### src/pfm_map.svh
// Register offsets, field positions, reset values, fault codes and blink timing.
// Assumes a 10 MHz clock; long phases are counted in milliseconds.
`ifndef PFM_MAP_SVH
`define PFM_MAP_SVH

`define PFM_OFS_CTRL 8'h00
`define PFM_OFS_STATUS 8'h04
`define PFM_CTRL_RST 8'h00

`define PFM_F_STATE_LO 0
`define PFM_F_ADAPTER 2
`define PFM_F_CHARGING 3
`define PFM_F_FULL 4
`define PFM_F_BATT_LOW 5
`define PFM_F_RAIL_EN 6
`define PFM_F_BATT_PRESENT 7

`define PFM_F_LATCHED 8
`define PFM_F_PG_LO 9

`define PFM_RESP_OKAY 2'b00
`define PFM_RESP_SLVERR 2'b10

`define PFM_CODE_R1_SEQ 8'h20
`define PFM_CODE_R1_ON 8'h21
`define PFM_CODE_R1_ARMED 8'h22
`define PFM_CODE_R1_S5 8'h23
`define PFM_CODE_R2_SEQ 8'h30
`define PFM_CODE_R2_ON 8'h31
`define PFM_CODE_R2_ARMED 8'h32
`define PFM_CODE_R2_S5 8'h33
`define PFM_CODE_R3_SEQ 8'h40
`define PFM_CODE_R3_ON 8'h41
`define PFM_CODE_R3_S5 8'h43

`define PFM_CLK_KHZ 10000
`define PFM_START_MS 11'd2000
`define PFM_ONE_MS 11'd1000
`define PFM_ZERO_MS 11'd500
`define PFM_GAP_MS 11'd500
`define PFM_PG_TIMEOUT_MS 11'd1000
`define PFM_FLASH_MS 11'd500

`endif

### src/pfm_pkg.sv
// Types shared by the power fault monitor: platform states, blink phases, bus channels.
// Assumes an AXI4-Lite master with 32-bit data.
package pfm_pkg;

    typedef enum logic [1:0] {
        PFM_PWR_SOFT_OFF = 2'h0,
        PFM_PWR_WAKE_ARMED = 2'h1,
        PFM_PWR_SEQUENCE = 2'h2,
        PFM_PWR_ON = 2'h3
    } pfm_pwr_state_t;

    typedef enum {
        PFM_BL_IDLE,
        PFM_BL_START,
        PFM_BL_ON,
        PFM_BL_GAP
    } pfm_blink_t;

    typedef struct packed {
        logic awvalid;
        logic [31:0] awaddr;
        logic wvalid;
        logic [31:0] wdata;
        logic [3:0] wstrb;
        logic bready;
        logic arvalid;
        logic [31:0] araddr;
        logic rready;
    } pfm_axi_req_t;

    typedef struct packed {
        logic awready;
        logic wready;
        logic bvalid;
        logic [1:0] bresp;
        logic arready;
        logic rvalid;
        logic [31:0] rdata;
        logic [1:0] rresp;
    } pfm_axi_rsp_t;

endpackage

### src/pfm_top.sv
// Power fault monitor with fault-code blinker and lamp driver, AXI4-Lite controlled.
// Assumes rail power-good pins are asynchronous and software mirrors platform state.
`timescale 1ns/100ps
`default_nettype none
`include "pfm_map.svh"

module pfm_top
    import pfm_pkg::*;
#(
    parameter int CYC_PER_MS = `PFM_CLK_KHZ
) (
    // Clock and reset.
    input wire logic clock,
    input wire logic srst,
    // Register bus.
    input wire pfm_axi_req_t axi_req,
    output pfm_axi_rsp_t axi_rsp,
    // Rail power-good pins.
    input wire logic first_rail_power_good,
    input wire logic second_rail_power_good,
    input wire logic third_rail_power_good,
    // Rail enable and lamps.
    output logic rail_enable_request,
    output logic supply_charge_lamp_white,
    output logic supply_charge_lamp_amber,
    output logic power_lamp_white
);

    localparam int PW = (CYC_PER_MS > 1) ? $clog2(CYC_PER_MS) : 1;

    if (CYC_PER_MS < 2) begin : g_bad_rate
        $error("CYC_PER_MS must be at least 2");
    end

    function automatic logic [8:0] pick_fault(input logic [10:0] ev);
        logic [8:0] r;
        r = 9'h000;
        for (int i = 10; i >= 0; i--) begin
            if (ev[i]) begin
                unique case (i)
                    0: r = {1'b1, `PFM_CODE_R1_SEQ};
                    1: r = {1'b1, `PFM_CODE_R1_ON};
                    2: r = {1'b1, `PFM_CODE_R1_ARMED};
                    3: r = {1'b1, `PFM_CODE_R1_S5};
                    4: r = {1'b1, `PFM_CODE_R2_SEQ};
                    5: r = {1'b1, `PFM_CODE_R2_ON};
                    6: r = {1'b1, `PFM_CODE_R2_ARMED};
                    7: r = {1'b1, `PFM_CODE_R2_S5};
                    8: r = {1'b1, `PFM_CODE_R3_SEQ};
                    9: r = {1'b1, `PFM_CODE_R3_ON};
                    default: r = {1'b1, `PFM_CODE_R3_S5};
                endcase
            end
        end
        return r;
    endfunction

    // Register state.
    logic [7:0] ctrl_q;
    pfm_axi_rsp_t rsp_q;
    logic aw_held_q, w_held_q;
    logic [7:0] aw_addr_q;
    logic [31:0] w_data_q;
    logic w_strb0_q;

    // Pin synchronisers and filtered levels.
    logic [2:0] s1_q, s2_q, s3_q, pg_q;
    logic [PW-1:0] pre_q;
    logic tick_q;
    logic [10:0] tmo_q [3];

    // Fault latch and blinker.
    logic fault_q;
    logic [7:0] code_q;
    pfm_blink_t bl_q;
    logic [2:0] bit_q;
    logic [10:0] dur_q;
    logic [10:0] flash_cnt_q;
    logic flash_q;
    logic white_q, amber_q, plamp_q;

    // Write path: address and data in either order, response after both.
    wire aw_take = axi_req.awvalid && rsp_q.awready;
    wire w_take = axi_req.wvalid && rsp_q.wready;
    wire do_write = aw_held_q && w_held_q && !rsp_q.bvalid;
    wire wr_ctrl = do_write && aw_addr_q == `PFM_OFS_CTRL;
    wire wr_ok = aw_addr_q == `PFM_OFS_CTRL || aw_addr_q == `PFM_OFS_STATUS;
    wire ar_take = axi_req.arvalid && rsp_q.arready;
    wire [7:0] ar_ofs = axi_req.araddr[7:0];
    wire rd_ok = ar_ofs == `PFM_OFS_CTRL || ar_ofs == `PFM_OFS_STATUS;
    wire [31:0] status_w = {20'h00000, pg_q, fault_q, code_q};
    wire [31:0] rd_data = (ar_ofs == `PFM_OFS_CTRL) ? {24'h000000, ctrl_q} :
                          (ar_ofs == `PFM_OFS_STATUS) ? status_w : 32'h00000000;

    always_ff @(posedge clock) begin
        if (srst) begin
            rsp_q <= '0;
            rsp_q.awready <= 1'b1;
            rsp_q.wready <= 1'b1;
            rsp_q.arready <= 1'b1;
            aw_held_q <= 1'b0;
            w_held_q <= 1'b0;
            aw_addr_q <= 8'h00;
            w_data_q <= 32'h00000000;
            w_strb0_q <= 1'b0;
            ctrl_q <= `PFM_CTRL_RST;
        end else begin
            if (aw_take) begin
                aw_held_q <= 1'b1;
                aw_addr_q <= axi_req.awaddr[7:0];
                rsp_q.awready <= 1'b0;
            end
            if (w_take) begin
                w_held_q <= 1'b1;
                w_data_q <= axi_req.wdata;
                w_strb0_q <= axi_req.wstrb[0];
                rsp_q.wready <= 1'b0;
            end
            if (do_write) begin
                aw_held_q <= 1'b0;
                w_held_q <= 1'b0;
                rsp_q.bvalid <= 1'b1;
                rsp_q.bresp <= wr_ok ? `PFM_RESP_OKAY : `PFM_RESP_SLVERR;
                if (wr_ctrl && w_strb0_q) begin
                    ctrl_q <= w_data_q[7:0];
                end
            end
            if (rsp_q.bvalid && axi_req.bready) begin
                rsp_q.bvalid <= 1'b0;
                rsp_q.awready <= 1'b1;
                rsp_q.wready <= 1'b1;
            end
            if (ar_take) begin
                rsp_q.arready <= 1'b0;
                rsp_q.rvalid <= 1'b1;
                rsp_q.rdata <= rd_data;
                rsp_q.rresp <= rd_ok ? `PFM_RESP_OKAY : `PFM_RESP_SLVERR;
            end
            if (rsp_q.rvalid && axi_req.rready) begin
                rsp_q.rvalid <= 1'b0;
                rsp_q.arready <= 1'b1;
            end
        end
    end

    // Software mirrors of platform and charger status.
    wire pfm_pwr_state_t pstate = pfm_pwr_state_t'(ctrl_q[`PFM_F_STATE_LO +: 2]);
    wire adapter = ctrl_q[`PFM_F_ADAPTER];
    wire charging = ctrl_q[`PFM_F_CHARGING];
    wire full = ctrl_q[`PFM_F_FULL];
    wire batt_low = ctrl_q[`PFM_F_BATT_LOW];
    wire rail_en = ctrl_q[`PFM_F_RAIL_EN];
    wire batt_present = ctrl_q[`PFM_F_BATT_PRESENT];

    // A level counts once the second and third stages agree, filtering runt glitches.
    wire [3-1:0] pg_pins = {third_rail_power_good, second_rail_power_good, first_rail_power_good};
    wire [2:0] pg_new = (s2_q & s3_q) | (pg_q & (s2_q | s3_q));
    wire [2:0] pg_rise = pg_new & ~pg_q;
    wire [2:0] pg_fall = pg_q & ~pg_new;
    wire in_seq = pstate == PFM_PWR_SEQUENCE && rail_en;
    wire in_on = pstate == PFM_PWR_ON;
    wire in_armed = pstate == PFM_PWR_WAKE_ARMED;
    wire in_s5 = pstate == PFM_PWR_SOFT_OFF;
    wire [2:0] tmo_hit;
    for (genvar r = 0; r < 3; r++) begin : g_tmo
        assign tmo_hit[r] = in_seq && !pg_q[r] && tick_q && tmo_q[r] == `PFM_PG_TIMEOUT_MS;
    end

    // Fault events, lowest index wins when several arrive together.
    // sequence timeouts and state edge faults.
    wire [10:0] events = {
        pg_rise[2] && in_s5, pg_fall[2] && in_on, tmo_hit[2],
        pg_rise[1] && in_s5, pg_fall[1] && in_armed, pg_fall[1] && in_on, tmo_hit[1],
        pg_rise[0] && in_s5, pg_fall[0] && in_armed, pg_fall[0] && in_on, tmo_hit[0]
    };
    wire [8:0] picked = pick_fault(events);
    wire power_gone = !adapter && !batt_present;

    always_ff @(posedge clock) begin
        if (srst) begin
            s1_q <= 3'h0;
            s2_q <= 3'h0;
            s3_q <= 3'h0;
            pg_q <= 3'h0;
            pre_q <= '0;
            tick_q <= 1'b0;
            tmo_q <= '{default: 11'h000};
            fault_q <= 1'b0;
            code_q <= 8'h00;
        end else begin
            s1_q <= pg_pins;
            s2_q <= s1_q;
            s3_q <= s2_q;
            pg_q <= pg_new;
            tick_q <= pre_q == PW'(CYC_PER_MS - 1);
            pre_q <= (pre_q == PW'(CYC_PER_MS - 1)) ? '0 : pre_q + 1'b1;
            for (int r = 0; r < 3; r++) begin
                if (!in_seq || pg_q[r]) begin
                    tmo_q[r] <= 11'h000;
                end else if (tick_q && tmo_q[r] != `PFM_PG_TIMEOUT_MS) begin
                    tmo_q[r] <= tmo_q[r] + 11'h001;
                end
            end
            // latch until adapter and battery are both gone; a new event wins over the clear.
            if (picked[8] && !fault_q) begin
                fault_q <= 1'b1;
                code_q <= picked[7:0];
            end else if (power_gone && !picked[8]) begin
                fault_q <= 1'b0;
            end
        end
    end

    // Blink phase lengths in milliseconds.
    wire code_bit = code_q[bit_q];
    wire [10:0] phase_len = (bl_q == PFM_BL_START) ? `PFM_START_MS :
                            (bl_q == PFM_BL_GAP) ? `PFM_GAP_MS :
                            code_bit ? `PFM_ONE_MS : `PFM_ZERO_MS;
    wire phase_end = tick_q && dur_q == phase_len - 11'h001;

    always_ff @(posedge clock) begin
        if (srst || !fault_q) begin
            bl_q <= PFM_BL_IDLE;
            bit_q <= 3'h0;
            dur_q <= 11'h000;
        end else begin
            if (tick_q) begin
                dur_q <= phase_end ? 11'h000 : dur_q + 11'h001;
            end
            unique case (bl_q)
                PFM_BL_IDLE: begin
                    bl_q <= PFM_BL_START;
                    dur_q <= 11'h000;
                end
                PFM_BL_START: begin
                    if (phase_end) begin
                        bl_q <= PFM_BL_ON;
                        bit_q <= 3'h0;
                    end
                end
                PFM_BL_ON: begin
                    if (phase_end) begin
                        bl_q <= PFM_BL_GAP;
                    end
                end
                PFM_BL_GAP: begin
                    if (phase_end) begin
                        bl_q <= (bit_q == 3'h7) ? PFM_BL_START : PFM_BL_ON;
                        bit_q <= bit_q + 3'h1;
                    end
                end
            endcase
        end
    end

    // Lamp outputs; the flash phase runs free so low-battery flashing is even.
    wire steady_amber = adapter && charging && !full;
    wire steady_white = adapter && full;
    wire low_flash = batt_low && !adapter;
    always_ff @(posedge clock) begin
        if (srst) begin
            flash_cnt_q <= 11'h000;
            flash_q <= 1'b0;
            white_q <= 1'b0;
            amber_q <= 1'b0;
            plamp_q <= 1'b0;
        end else begin
            if (tick_q) begin
                flash_cnt_q <= (flash_cnt_q == `PFM_FLASH_MS - 11'h001) ? 11'h000 :
                               flash_cnt_q + 11'h001;
                flash_q <= (flash_cnt_q == `PFM_FLASH_MS - 11'h001) ? !flash_q : flash_q;
            end
            white_q <= fault_q ? (bl_q == PFM_BL_ON) : steady_white;
            amber_q <= !fault_q && (steady_amber || (low_flash && flash_q));
            plamp_q <= in_on && (adapter || batt_present);
        end
    end

    assign axi_rsp = rsp_q;
    assign rail_enable_request = ctrl_q[`PFM_F_RAIL_EN];
    assign supply_charge_lamp_white = white_q;
    assign supply_charge_lamp_amber = amber_q;
    assign power_lamp_white = plamp_q;

    // Ticks the lamp has stood lit, counted apart from the blinker's own timer.
    logic [10:0] lit_ms_q;
    always_ff @(posedge clock) begin
        if (srst || !white_q) begin
            lit_ms_q <= 11'h000;
        end else if (tick_q) begin
            lit_ms_q <= lit_ms_q + 11'h001;
        end
    end

    a_amber_steady: assert property (@(posedge clock) disable iff (srst)
        (!fault_q && steady_amber) |=> (amber_q && !white_q))
        else $error("amber lamp not steady while charging");
    a_white_steady: assert property (@(posedge clock) disable iff (srst)
        (!fault_q && steady_white) |=> (white_q && !amber_q))
        else $error("white lamp not steady at full charge");
    a_lamps_dark: assert property (@(posedge clock) disable iff (srst)
        (!fault_q && !steady_amber && !steady_white && !low_flash) |=> (!white_q && !amber_q))
        else $error("supply lamp lit with no condition");
    a_power_lamp: assert property (@(posedge clock) disable iff (srst)
        (pstate != PFM_PWR_ON) |=> !power_lamp_white)
        else $error("power lamp lit while not on");
    a_start_dark: assert property (@(posedge clock) disable iff (srst)
        (bl_q == PFM_BL_START && fault_q) |=> !white_q)
        else $error("lamp lit during start interval");
    a_frame_bits: assert property (@(posedge clock) disable iff (srst)
        (bl_q == PFM_BL_GAP && phase_end && fault_q) |=>
        (bl_q == (($past(bit_q) == 3'h7) ? PFM_BL_START : PFM_BL_ON)))
        else $error("wrong frame sequence after gap");
    a_bit_length: assert property (@(posedge clock) disable iff (srst)
        (fault_q && bl_q == PFM_BL_GAP && $fell(white_q)) |->
        (lit_ms_q == (code_bit ? `PFM_ONE_MS : `PFM_ZERO_MS)))
        else $error("bit on time wrong");
    a_seq_timeout: assert property (@(posedge clock) disable iff (srst)
        (!fault_q && tmo_hit[0]) |=> (fault_q && code_q == `PFM_CODE_R1_SEQ))
        else $error("first rail timeout not reported");
    a_on_drop: assert property (@(posedge clock) disable iff (srst)
        (!fault_q && in_on && pg_fall[0]) |=> (fault_q && code_q == `PFM_CODE_R1_ON))
        else $error("first rail drop not reported");
    a_fault_holds: assert property (@(posedge clock) disable iff (srst)
        (fault_q && !power_gone) |=> (fault_q && $stable(code_q)))
        else $error("latched fault lost");
    a_fault_amber: assert property (@(posedge clock) disable iff (srst)
        fault_q |=> !amber_q)
        else $error("amber lamp lit during fault code");
    a_armed_drop: assert property (@(posedge clock) disable iff (srst)
        (!fault_q && in_armed && pg_fall[0]) |=> (fault_q && code_q == `PFM_CODE_R1_ARMED))
        else $error("first rail drop while armed not reported");
    a_off_rise: assert property (@(posedge clock) disable iff (srst)
        (!fault_q && in_s5 && pg_rise[0]) |=> (fault_q && code_q == `PFM_CODE_R1_S5))
        else $error("first rail rise in soft-off not reported");
    a_second_drop: assert property (@(posedge clock) disable iff (srst)
        (!fault_q && in_on && pg_fall[1] && !pg_fall[0]) |=>
        (fault_q && code_q == `PFM_CODE_R2_ON))
        else $error("second rail drop not reported");
    a_third_rise: assert property (@(posedge clock) disable iff (srst)
        (!fault_q && in_s5 && pg_rise == 3'b100) |=> (fault_q && code_q == `PFM_CODE_R3_S5))
        else $error("third rail rise in soft-off not reported");

endmodule // pfm_top
`default_nettype wire

### config.mk
export PLATFORM = sky130hd
export DESIGN_NAME = pfm_top
export DESIGN_NICKNAME = d
export VERILOG_FILES = /design/src/pfm_pkg.sv /design/src/pfm_top.sv
export VERILOG_INCLUDE_DIRS = /design/src /design/src/src
export SDC_FILE = /design/constraint.sdc
export NUM_CORES = 1
export LEC_CHECK = 0
export BUFFER_PORTS_ARGS = -buffer_cell sky130_fd_sc_hd__buf_4
export CELL_PAD_IN_SITES_DETAIL_PLACEMENT = 1
export CELL_PAD_IN_SITES_GLOBAL_PLACEMENT = 2
export CORE_MARGIN = 1.5
export CORE_UTILIZATION = 31
export DETAILED_ROUTE_END_ITERATION = 8
export PLACE_DENSITY = 0.83
export SLEW_MARGIN = 20
export SYNTH_ARGS = -nofsm -noshare
export SYNTH_HDL_FRONTEND = slang
export SYNTH_SLANG_ARGS = --single-unit
### constraint.sdc
create_clock -name clock -period 2 [get_ports clock]
set_input_delay 0.2 -clock clock [delete_from_list [all_inputs] [get_ports clock]]
set_output_delay 0.2 -clock clock [all_outputs]
set_load 0.02 [all_outputs]
# --- Yosys cells after proc, flatten, opt, wreduce, memory -nomap -nowiden ---
# Index checks and enable logic that the tools add are counted.
op_classes:
  bitwise_logic: 8
  n_reduce_logical: 78
  add_sub_neg: 8
  order_cmp: 1
  mux: 33
  eq_ne: 24
op_table:
  columns: ["op", "count"]
  rows:
  - ["32-bit one-hot mux with 4 select lines", 1]
  - ["9-bit 2-to-1 mux", 11]
  - ["32-bit by 2-bit equality test with 1-bit output (second input constant)", 3]
  - ["32-bit 2-to-1 mux", 3]
  - ["32-bit by 3-bit equality test with 1-bit output (second input constant)", 2]
  - ["11-bit by 1-bit adder with 11-bit output (second input constant)", 5]
  - ["1-bit logical AND", 41]
  - ["11-bit by 10-bit equality test with 1-bit output (second input constant)", 3]
  - ["11-bit 2-to-1 mux", 3]
  - ["11-bit by 10-bit != test with 1-bit output (second input constant)", 3]
  - ["32-bit by 1-bit equality test with 1-bit output (second input constant)", 1]
  - ["32-bit zero test", 1]
  - ["12-bit 2-to-1 mux", 2]
  - ["10-bit 2-to-1 mux", 2]
  - ["8-bit by 3-bit equality test with 1-bit output (second input constant)", 2]
  - ["8-bit zero test", 2]
  - ["2-bit OR reduction", 8]
  - ["14-bit by 1-bit adder with 14-bit output (second input constant)", 1]
  - ["14-bit equality test (second input constant)", 1]
  - ["3-bit AND", 4]
  - ["11-bit equality test", 1]
  - ["11-bit by 9-bit equality test with 1-bit output (second input constant)", 1]
  - ["1-bit zero test", 11]
  - ["11-bit by 1-bit subtractor with 11-bit output (second input constant)", 1]
  - ["18 further kinds", 39]
totals:
  out_inout_bits: 45
  input_bits: 110
  ff_bits: 198
  elab_cells: 185

# --- Logic depth before layout (Yosys ltp) ---
# Gate-level depths: netlist of the first run.
depth:
  ltp_word: 20
  mapped_depth: 8

# --- Least setup slack after synthesis of the first run ---
# OpenSTA, ideal clock, no wires.
synth_timing:
  kind: "flip-flop to flip-flop"
  start: "reg tmo_q[0] in the netlist's numbering"
  end: "reg code_q[0]"
  path_buffers: 0
  setup_ns: 0.114
  stages_incl_launch_ff: 9
  synth_period_minus_slack_ns: 1.812
  path_slack_ns: 0.188
  arrival_ns: 1.697
  cell_sequence: "dfxtp_1 inv_1 ha_1 nor4bb_1 nand4b_1 o31a_1 a31oi_4 mux2i_1 nor2_1"
synth_between:
  elab_chain_cells: 12
synth_lines:
  columns: ["element", "line", "rtl"]
  rows:
  - ["from (decl)", "pfm_top.sv:70", "logic [10:0] tmo_q [3];"]
  - ["from (signal, indexed assignment)", "pfm_top.sv:201", "tmo_q[r] <= tmo_q[r] + 11'h001;"]
  - ["11-bit by 10-bit equality test with 1-bit output (no source line) (*)", null, null]
  - ["1-bit logical AND (no source line) (*)", null, null]
  - ["9-bit 2-to-1 mux (*) (9 in a row)", "pfm_top.sv:39", "if (ev[i]) begin"]
  - ["1-bit logical AND", "pfm_top.sv:205", "if (picked[8] && !fault_q) begin"]
  - ["to (signal assigned)", "pfm_top.sv:207", "code_q <= picked[7:0];"]
  - ["to (decl)", "pfm_top.sv:74", "logic [7:0] code_q;"]
# Mark *: on every way between the ends. The rest lies on a longest branch, timed or not.
# A chain may end at the register's enable or synchronous reset.

# --- Final worst setup path of the first run ---
layout_timing:
  start: "reg tmo_q[13] in the netlist's numbering"
  end: "reg code_q[1]"
layout_between:
  elab_chain_cells: 8
layout_lines:
  columns: ["element", "line"]
  rows:
  - ["11-bit by 10-bit equality test with 1-bit output (no source line) (*)", null]
  - ["1-bit logical AND (no source line) (*)", null]
  - ["9-bit 2-to-1 mux (*) (5 in a row)", "pfm_top.sv:39"]
  - ["1-bit logical AND", "pfm_top.sv:205"]
# Marked as above.

==> results of run 1 <==
registers in the layout, indices dropped and copies added, names as in the netlist, 2 cells and up:
register / flops
aw_addr_q: 8
dur_q: 11
ctrl_q: 8
bl_q: 2
s2_q: 3
s1_q: 3
pre_q: 14
flash_cnt_q: 11
s3_q: 3
tmo_q: 33
axi_rsp: 19
w_data_q: 8
bit_q: 3
pg_q: 3
code_q: 5
kinds of logic after synthesis:
| family | synth area share |
|---|---|
| and+or+nand+nor | 0.252 |
| DFF | 0.461 |
| AOI/OAI and AO/OA | 0.0894 |
| buffers and inverters | 0.0602 |
| xor gates and xnor gates | 0.0790 |
| muxes | 0.0361 |
| adders and majority gates | 0.0222 |
| other | 0.000604 |
layout make-up:
cell class              count  area (sq um)
repair buffers             87           676
well taps                 265           332
clock buffers              18           439
fillers                  2362         12000
multi-input cells         523          3080
clock inverters            13           106
flip-flops and latches    143          2860
inverters                  16          60.1
metrics by stage:
stage	std cells	worst slack, ns	TNS, ns
after global routing	1065	-0.0710	-0.365
after detailed placement	1029	0.0543	0
after global placement	1029	0.0741	0
after floorplan	732	0.188	0
final	1065	0.0898	0
after CTS	1064	0.0214	0
final timing paths:
kind	startpoint	endpoint	slack, ns	cells past startpoint
setup / recovery	tmo_q[13]	code_q[1]	0.09	6
hold / removal	axi_req[41]	w_data_q[2]	0.02	3
setup reg to reg	tmo_q[13]	code_q[1]	0.09	6
hold reg to reg	s1_q[1]	s2_q[1]	0.44	1
tightest hold or removal path, delay by kind of cell:
kind / cells / cell delay, ns
buffers and inverters: 1 / 0.11
AO/OA/AOI/OAI: 1 / 0.05
AND/OR/NAND/NOR: 1 / 0.04
cell usage after synthesis (all sizes together) (3+ instances only):
library cell  count
ha               11
xor2             39
and2              3
o31ai             3
o21ai            15
nand2            65
clkbuf           19
xnor2            17
a22oi             8
nand3            33
and4              4
a31oi             3
a211oi            3
inv              16
mux2i            19
nor4              6
nand2b           12
nor2            117
a21oi            49
nand4            22
nand3b            4
or2               3
nand4b            3
nor4bb            3
buf              31
or3               6
and3             10
nor2b            10
nor3             12
dfxtp           143
power by group:
part	leakage (nW)	internal [W]	switching (W)
clock network	0.265	0.00164	0.00128
logic	1.46	0.000111	0.000157
registers	1.16	0.00289	0.0000312
timing repair:
item,in CTS,in global routing
resized for setup,0,5
setup buffers,0,1
endpoints found under the hold margin,4,0
hold buffers,4,0
setup endpoints to repair,0,16
per-layer routing:
metal  global-route usage  wire [um]
met1                0.181       6510
met2                0.233       6590
met3               0.0328        323
met4               0.0510        176
met5                    0          0
==> flow_summary_export.csv, run 1 <==
group,metric,value,unit
status,run_status,"finished clean",
route,initialDrtViolationCount,223,
timing,report.final.setup_viol,0,
synth,post_synth_main_area_contributors,"dfxtp_1 46%, nor2_1 7.1%, xor2_1 5.5%",
synth,synthesis.instances,711,
synth,share_of_synthesized_registers_carrying_an_async_set_or_reset,0,
layout,finish.net_count,909,
layout,mostFrequentLayoutCell,"dfxtp_1",
layout,finish.utilization,0.387,
synth,synth_sequential_area_ratio,0.461,
grt,grt_remaining_overflow,0,
clock_network,root_buffer,"clkbuf_16",
grt,antenna_found_initial,0,
placement,dp.final_hpwl,9.71,mm
placement,io_buffers,57,
clock_network,worst_skew_pair.late_latency,0.43,ns
critical_path,arrival,2.21,ns
critical_path,critical_path.max_stage_delay,0.58,ns
floorplan,placement_rows,51,
layout,drive_above_1_share,0.159,
clock_network,clock-sinks,143,
power_and_ir_drop,pwr_density_cell,810,mW/mm^2
route,drt_drc_violations_left,0,
critical_path,critPathRequiredTime,2.30,ns
placement,placed_area,0.00694,sq mm
timing,report.final.slew_viol_count,0,
clock_network,numCtsBuffers,17,
grt,maximum_number_of_pins_on_one_net_before_global_route_repair,58,
critical_path,largest_delay_contributor_family_on_the_critical_path,"simple AND/OR/NAND/NOR gates",
synth,per_instance_average_area_after_synthesis,8.74,sq um
floorplan,core_area,0.0195,sq mm
critical_path,crit_chain,"or4b_1 > nor3_4 > a221oi_2 > a31oi_4 > mux2i_1 > nor2_1",
timing,max_clock_freq,523,MHz
timing,layout_min_cycle_time,1.91,ns
route,count_of_tritonroute_iterations_in_the_first_routing_pass,4,
grt,globalRouteTotalUtil,0.142,
floorplan,dieHeight,145,um
route,route.final.wire_length,13.6,mm
power_and_ir_drop,max-vdd-ir-drop,0.504,mV
route,detail_route_antenna_nets,0,
route,drt-vias-per-instance,4.66,
timing,worst_pin_slew,0.542,ns
synth,mappedNetlistArea,0.00621,sq mm
critical_path,path_max_fanout,3,
synth,synthDistinctLibCells,55,
floorplan,io_pins,155,
synth,ys_seq_elements,143,
clock_network,clkTransAtPathRegs,0.07,ns
timing,worst_slew_margin,0.634,
timing,final_hold_viol_count,0,
layout,area.growth.synth_to_final,21.6,%
route,detail_route.wl_per_cell,12.8,um
grt,grt_pass1_wl,23.6,mm
critical_path,critical_path_buf_inv_count,0,
power_and_ir_drop,p_leak,2.88,nW
synth,synth.largest_area_cell,"dfxtp_1",
grt,via_count_of_the_first_global_routing_pass,5007,
floorplan,dieArea,0.0209,sq mm
clock_network,cts_tree,"built",
timing,final_critical_path_share_of_the_clock_period,0.955,
critical_path,critical-path-slowest-cell,"or4b_1",
synth,synth-warning-count,0,
timing,worst_clock_skew,0.0121,ns
critical_path,timing.critical_path.to_type,"flip-flop",
layout,most-common-layout-cells,"143 x dfxtp_1, 117 x nor2_1, 82 x buf_4",
placement,place_congestion,0.731,
clock_network,cts_max_path_buffers,2,
floorplan,die_x,145,um
route,dr_total_vias,4966,
power_and_ir_drop,total_power,0.00611,W
timing,grt_setup_unrepaired,"yes",
layout,final_cell_area,0.00755,sq mm
synth,synth_ff_type,"dfxtp_1",
synth,yosysTopAreaCellShare,0.461,
critical_path,worstSetupPathType,"reg2reg",
synth,synth-edff-count,0,
clock_network,htree_levels,4,
hold_path,min_delay_worst_type,"in2reg",
flow_run,cap_violations,0,
layout,diodes,0,
timing,hold_slack,0.0220,ns
floorplan,initial_utilization,0.318,
critical_path,critical_path.startpoint_type,"flip-flop",
(Power assumes the default switching activity.)
==> run 2: changes to the inputs <==
ABC_AREA = 1   (was not set)
CORE_UTILIZATION = 30   (was 31)
PLACE_DENSITY = 0.84   (was 0.83)
==> run 2 against run 1 <==
Sequential power is essentially flat. Sequential cell count is the same. Count of clock-buffer cells in the layout grew 3. Setup slack gained 0.10 ns. Final area grew 4.0%. Worst hold slack lost 0.0013 ns. Clock power grew 9.2%. Combinational power grew 38%. Critical path type unchanged. Critical endpoint is now dur_q[8]. Largest cell class unchanged.
==> flow_summary_export.csv, run 2 <==
group,metric,value,unit
status,run_status,"finished clean",
timing,fin_tns_setup,0,ns
synth,synth-warning-count,0,
clock_network,clock-sinks,143,
grt,maximum_number_of_pins_on_one_net_before_global_route_repair,24,
synth,synthesis.instances,863,
grt,most_used_layer_global_route,"met2",
timing,final_hold_viol_count,0,
synth,synth_top_cells_by_count,"143 x dfxtp_1, 137 x nand2_1, 115 x nor2_1, 114 x inv_1, 73 x a21oi_1",
critical_path,critical_path.startpoint_type,"flip-flop",
layout,num-fill-cells,2624,
synth,ys_seq_elements,143,
hold_path,timing.hold.worst.start,"axi_req[34]",
timing,hold_slack,0.0207,ns
grt,grtUsageMet3,0.0448,
layout,most-common-layout-cells,"142 x dfxtp_1, 137 x nand2_1, 114 x inv_1, 114 x nor2_1, 77 x buf_4",
timing,final.setup.worst_slack,0.193,ns
grt,antenna_found_initial,0,
power_and_ir_drop,max-vdd-ir-drop,0.509,mV
hold_path,timing.hold.worst_endpoint,"axi_rsp[39]",
critical_path,worstReg2RegStart,"tick_q",
layout,largest_register_ffs,33,
placement,place_congestion,0.769,
clock_network,numCtsBuffers,17,
route,drt-vias-per-instance,4.58,
critical_path,timing.rr.end,"dur_q[8]",
synth,share_of_synthesized_registers_carrying_an_async_set_or_reset,0,
critical_path,cell_depth_of_the_worst_flop_to_flop_path,9,
floorplan,die_x,150,um
timing,report.final.setup_viol,0,
synth,per_instance_average_area_after_synthesis,7.48,sq um
layout,finish.net_count,1068,
critical_path,worstSetupPathType,"reg2reg",
route,dr_total_vias,5656,
timing,final_critical_path_share_of_the_clock_period,0.904,
grt,grt_remaining_overflow,0,
floorplan,dieHeight,150,um
hold_path,min_delay_path_depth,3,
grt,groute.layer.met1.usage,0.195,
synth,synth_most_common_cell,"dfxtp_1",
timing,layout_min_cycle_time,1.81,ns
route,detail_route_antenna_nets,0,
grt,met2_track_usage_gr,0.251,
route,count_of_tritonroute_iterations_in_the_first_routing_pass,5,
synth,dominant_combinational_cell_family_by_area_after_synthesis,"simple AND/OR/NAND/NOR gates",
synth,synth_xor_area_frac,0.0204,
clock_network,worst_skew_pair.late_latency,0.42,ns
clock_network,cts_max_path_buffers,2,
grt,grt_pass1_wl,27.2,mm
route,route.final.wire_length,16.1,mm
critical_path,timing.critical_path.to_type,"flip-flop",
layout,area.growth.synth_to_final,21.7,%
layout,mostFrequentLayoutCell,"dfxtp_1",
route,detail_route.wl_per_cell,13.0,um
layout,registers.top_by_ff_count,"tmo_q",
timing,grt_setup_unrepaired,"yes",
timing,worst_clock_skew,0.00761,ns
timing,max_clock_freq,553,MHz
floorplan,dieArea,0.0224,sq mm
synth,mappedNetlistArea,0.00645,sq mm
synth,post_synth_mux_area_share,0,
synth,yosysTopAreaCellShare,0.444,
placement,dp_slack,0.184,ns
layout,diodes,0,
synth,post_synth_main_area_contributors,"dfxtp_1 44%, nand2_1 8.0%, nor2_1 6.7%",
floorplan,initial_utilization,0.306,
clock_network,cts_tree,"built",
critical_path,arrival,2.12,ns
synth,synth.largest_area_cell,"dfxtp_1",
floorplan,io_pins,155,
synth,synth_compound_area_frac,0.133,
flow_run,cap_violations,0,
synth,synthDistinctLibCells,47,
clock_network,clkTransAtPathRegs,0.06,ns
synth,synth_sequential_area_ratio,0.444,
floorplan,core_area,0.0211,sq mm
critical_path,path_max_fanout,9,
clock_network,htree_levels,4,
synth,synth-simple-area-share,0.274,
power_and_ir_drop,pwr_density_cell,830,mW/mm^2
placement,io_buffers,57,
layout,drive_above_1_share,0.148,
grt,globalRouteTotalUtil,0.155,
timing,worst_pin_slew,0.602,ns
clock_network,root_buffer,"clkbuf_16",
synth,synth-edff-count,0,
floorplan,placement_rows,53,
route,initialDrtViolationCount,162,
power_and_ir_drop,total_power,0.00652,W
route,drt_drc_violations_left,0,
synth,synth_ff_type,"dfxtp_1",
power_and_ir_drop,p_leak,3.02,nW
critical_path,critPathRequiredTime,2.31,ns
timing,report.final.slew_viol_count,0,
timing,worst_slew_margin,0.598,
placement,dp.final_hpwl,11.9,mm
grt,via_count_of_the_first_global_routing_pass,5707,
critical_path,reg2reg_slack,0.19,ns
synth,synthAdderAreaFrac,0.0213,
hold_path,min_delay_worst_type,"in2reg",
-- run 2: changes by cell type in the layout (fill, tap and decap cells not counted), moves of 8 or more --
cell and change:
nand3_1 +11, xor2_1 -29, nor3b_1 +8, xnor2_1 -12, nand4_1 -11, nor3_1 +16
nand2b_1 -12, a21oi_1 +24, nand2_1 +72, and3_1 -9, inv_1 +99, mux2i_1 -19
nor2b_1 -10, o21ai_0 +39
-- run 2: layout make-up --
| cell class | instances | area [sq um] | share of cell area |
|---|---|---|---|
| clock buffer | 21 | 460 | 0.0586 |
| clock inverter | 11 | 133 | 0.0169 |
| inverter | 120 | 455 | 0.0580 |
| multi-input combinational | 585 | 2990 | 0.381 |
| sequential | 143 | 2860 | 0.365 |
| tap | 275 | 344 | 0.0438 |
| timing repair buffer | 80 | 608 | 0.0774 |
-- run 2: power breakdown --
group | internal [W] | total, W | switching, W
combinational | 0.000139 | 0.000370 | 0.000231
clock | 0.00192 | 0.00319 | 0.00128
sequential | 0.00292 | 0.00296 | 0.0000405
-- run 2: critical path, stage by stage (launching register included) --
cell and delay, ns:
dfxtp_1 0.52, inv_6 0.10, nor3_4 0.24, nand3_2 0.12, nor2_4 0.11, nand2_2 0.07
nor2_4 0.17, nand2_2 0.08, nand2_2 0.21, nor2_1 0.07
-- run 2: through the flow --
stage | cells | cell area, sq um | utilization
after floorplan | 884 | 6530 | -
after global placement | 1199 | 7210 | 0.342
after CTS | 1234 | 7830 | 0.371
after global routing | 1235 | 7850 | 0.372
final | 1235 | 7850 | 0.372
after detailed placement | 1199 | 7210 | 0.342
-- run 2: timing repair --
item | in CTS | in global routing
hold endpoints to repair | 3 | 0
resized for setup | 0 | 4
setup endpoints to repair | 0 | 17
setup buffers | 0 | 1
hold buffers | 3 | 0
-- run 2: worst max-delay path by stage --
| stage | startpoint | end | slack [ns] | cells after the start |
|---|---|---|---|---|
| after floorplan | tmo_q[11] | tmo_q[21] | 0.43 | 10 |
| after global placement | tick_q | dur_q[7] | 0.22 | 9 |
| after detailed placement | tick_q | dur_q[3] | 0.18 | 9 |
| after CTS | tick_q | tmo_q[21] | 0.14 | 8 |
| after global routing | tmo_q[22] | code_q[4] | -0.005 | 11 |
| final | tick_q | dur_q[8] | 0.19 | 9 |
-- run 2: cells by family (layout without fill, tap and decap cells) --
logic type | Yosys count | count (layout)
and+or+nand+nor | 381 | 381
buffers and inverters | 156 | 232
DFF | 143 | 143
other | 1 | 22
adders and majority gates | 11 | 11
xor gates and xnor gates | 15 | 15
AOI/OAI and AO/OA | 156 | 156
-- run 2: layer usage --
layer	up-vias	share of wire
li1	2929	-
met1	2619	0.47
met2	83	0.46
met3	25	0.049
met4	0	0.018
met5	-	0
==> run 3: changes to the inputs <==
==> constraint.sdc (replaced) <==
create_clock -name clock -period 2 [get_ports clock]
set_input_delay 0 -clock clock [delete_from_list [all_inputs] [get_ports clock]]
set_output_delay 0 -clock clock [all_outputs]
set_load 0.02 [all_outputs]
==> run 3 against run 2 <==
Register-to-register slack gained 0.02 ns. Final area grew 1.9%. Worst hold slack gained 0.0070 ns. First-iteration DRC count grew 4.3%. Clock skew shrank 0.0013 ns. Power shrank 3.1%. Via count grew 0.51%. Critical path depth grew 1. Sequential share of layout area shrank 0.68 points. Count of clock-buffer cells in the layout grew 2. Sequential cell count is the same. Largest cell class unchanged. Largest power group is now registers.
==> flow_summary_export.csv, run 3 (synthesis gave the netlist of run 2 again) <==
group,metric,value,unit
clock_network,cts_tree,"built",
clock_network,clkTransAtPathRegs,0.06,ns
power_and_ir_drop,pwr_density_cell,790,mW/mm^2
grt,grt_remaining_overflow,0,
critical_path,worstReg2RegStart,"tmo_q[0]",
grt,globalRouteTotalUtil,0.157,
layout,drive_above_1_share,0.139,
timing,hold_slack,0.0277,ns
power_and_ir_drop,max-vdd-ir-drop,0.557,mV
placement,placed_area,0.00720,sq mm
floorplan,io_pins,155,
grt,via_count_of_the_first_global_routing_pass,5696,
route,route.final.wire_length,16.3,mm
critical_path,critical_path.startpoint_type,"flip-flop",
critical_path,worstSetupPathType,"reg2reg",
timing,final_hold_viol_count,0,
placement,dp.final_hpwl,12.1,mm
power_and_ir_drop,pwr-share-comb,0.064,
timing,worst_pin_slew,0.584,ns
timing,final.setup.worst_slack,0.213,ns
layout,diodes,0,
route,initialDrtViolationCount,169,
layout,area.growth.synth_to_final,24.0,%
hold_path,timing.hold.worst.start,"axi_req[3]",
timing,max_clock_freq,560,MHz
layout,finish.utilization,0.379,
power_and_ir_drop,switching_power,0.00152,W
clock_network,numCtsBuffers,17,
critical_path,cell_depth_of_the_worst_flop_to_flop_path,10,
route,dr_total_vias,5685,
clock_network,cts_max_path_buffers,2,
clock_network,worst_skew_pair.late_latency,0.43,ns
critical_path,path_max_fanout,8,
clock_network,cts_setup_buffers,0,
power_and_ir_drop,clock_power_share,0.467,
layout,most-common-layout-cells,"143 x dfxtp_1, 137 x nand2_1, 114 x inv_1",
floorplan,dieHeight,150,um
route,drt-vias-per-instance,4.54,
floorplan,dieArea,0.0224,sq mm
layout,final_cell_area,0.00800,sq mm
grt,maximum_number_of_pins_on_one_net_before_global_route_repair,27,
layout,largest_register_ffs,33,
hold_path,min_delay_worst_type,"in2reg",
grt,grt_pass1_wl,27.7,mm
timing,fin_tns_setup,0,ns
timing,report.final.slew_viol_count,0,
placement,dp_slack,0.129,ns
placement,io_buffers,57,
route,drt_drc_violations_left,0,
layout,mostFrequentLayoutCell,"dfxtp_1",
floorplan,placement_rows,53,
hold_path,min_delay_path_depth,5,
hold_path,timing.hold.worst_endpoint,"axi_rsp[1]",
timing,grt_setup_unrepaired,"no",
timing,report.final.setup_viol,0,
power_and_ir_drop,internal_power,0.00480,W
critical_path,timing.critical_path.to_type,"flip-flop",
clock_network,htree_levels,4,
critical_path,arrival,2.14,ns
layout,registers.top_by_ff_count,"tmo_q",
placement,place_congestion,0.767,
critical_path,critPathRequiredTime,2.36,ns
timing,worst_slew_margin,0.610,
route,count_of_tritonroute_iterations_in_the_first_routing_pass,4,
timing,worst_clock_skew,0.00628,ns
route,detail_route_antenna_nets,0,
power_and_ir_drop,p_leak,3.06,nW
floorplan,core_area,0.0211,sq mm
floorplan,initial_utilization,0.306,
timing,layout_min_cycle_time,1.79,ns
clock_network,root_buffer,"clkbuf_16",
grt,antenna_found_initial,0,
floorplan,die_x,150,um
layout,finish.net_count,1085,
power_and_ir_drop,switching_share,0.241,
power_and_ir_drop,seq_power_share,0.468,
status,run_status,"finished clean",
flow_run,cap_violations,0,
timing,final_critical_path_share_of_the_clock_period,0.893,
clock_network,clock-sinks,143,
route,detail_route.wl_per_cell,13.0,um
critical_path,timing.rr.end,"tmo_q[9]",
critical_path,reg2reg_slack,0.21,ns
[run 3: area by class of cell]
cell class	count	area, sq um
inverter	120	455
clock buffer	23	488
timing repair buffer	97	801
fill	2624	13100
tap	275	344
sequential	143	2860
multi-input combinational	585	2990
clock inverter	8	57.6
[run 3: per-stage QoR]
| stage | std cells | power, W |
|---|---|---|
| floorplan | 884 | 0.00326 |
| global placement | 1196 | 0.00338 |
| detailed placement | 1196 | 0.00339 |
| CTS | 1251 | 0.00641 |
| global route | 1251 | 0.00658 |
| finish | 1251 | 0.00632 |
[run 3: how the worst max path moves through the flow]
stage	startpoint	end	depth (start not counted)
after floorplan	tmo_q[11]	tmo_q[21]	10
after global placement	tmo_q[22]	code_q[0]	11
after detailed placement	tmo_q[22]	code_q[0]	11
after CTS	tmo_q[22]	code_q[0]	11
after global routing	tmo_q[11]	tmo_q[18]	11
final	tmo_q[0]	tmo_q[9]	10
[run 3: what timing repair did]
item | CTS | global route
resized for setup | 0 | 4
endpoints found under the setup margin | 0 | 10
hold endpoints to repair | 38 | 0
hold buffers | 24 | 0
[run 3: worst max-delay path, stage by stage (launching register included)]
cell and delay (ns):
dfxtp_1 0.36, inv_1 0.08, ha_1 0.20, nand4_1 0.15, nand2_2 0.15, inv_1 0.12, nand2_1 0.12, nor2_4 0.13
nand2_1 0.09, or2_1 0.21, a21oi_1 0.11
[run 3: layer usage]
metal	part of all wire	up-vias	GRT usage
met5	0	-	0
li1	-	2962	-
met2	0.46	75	0.257
met1	0.48	2630	0.197
met4	0.011	0	0.0475
met3	0.042	18	0.0470
[run 3: power groups by stage]
stage	Sequential, W	Combinational (W)	Clock, W
2_1_floorplan	0.00304	0.000224	0
3_3_place_gp	0.00302	0.000364	0
3_5_place_dp	0.00302	0.000370	0
4_1_cts	0.00296	0.000409	0.00304
5_1_grt	0.00297	0.000450	0.00316
6_report	0.00296	0.000405	0.00295
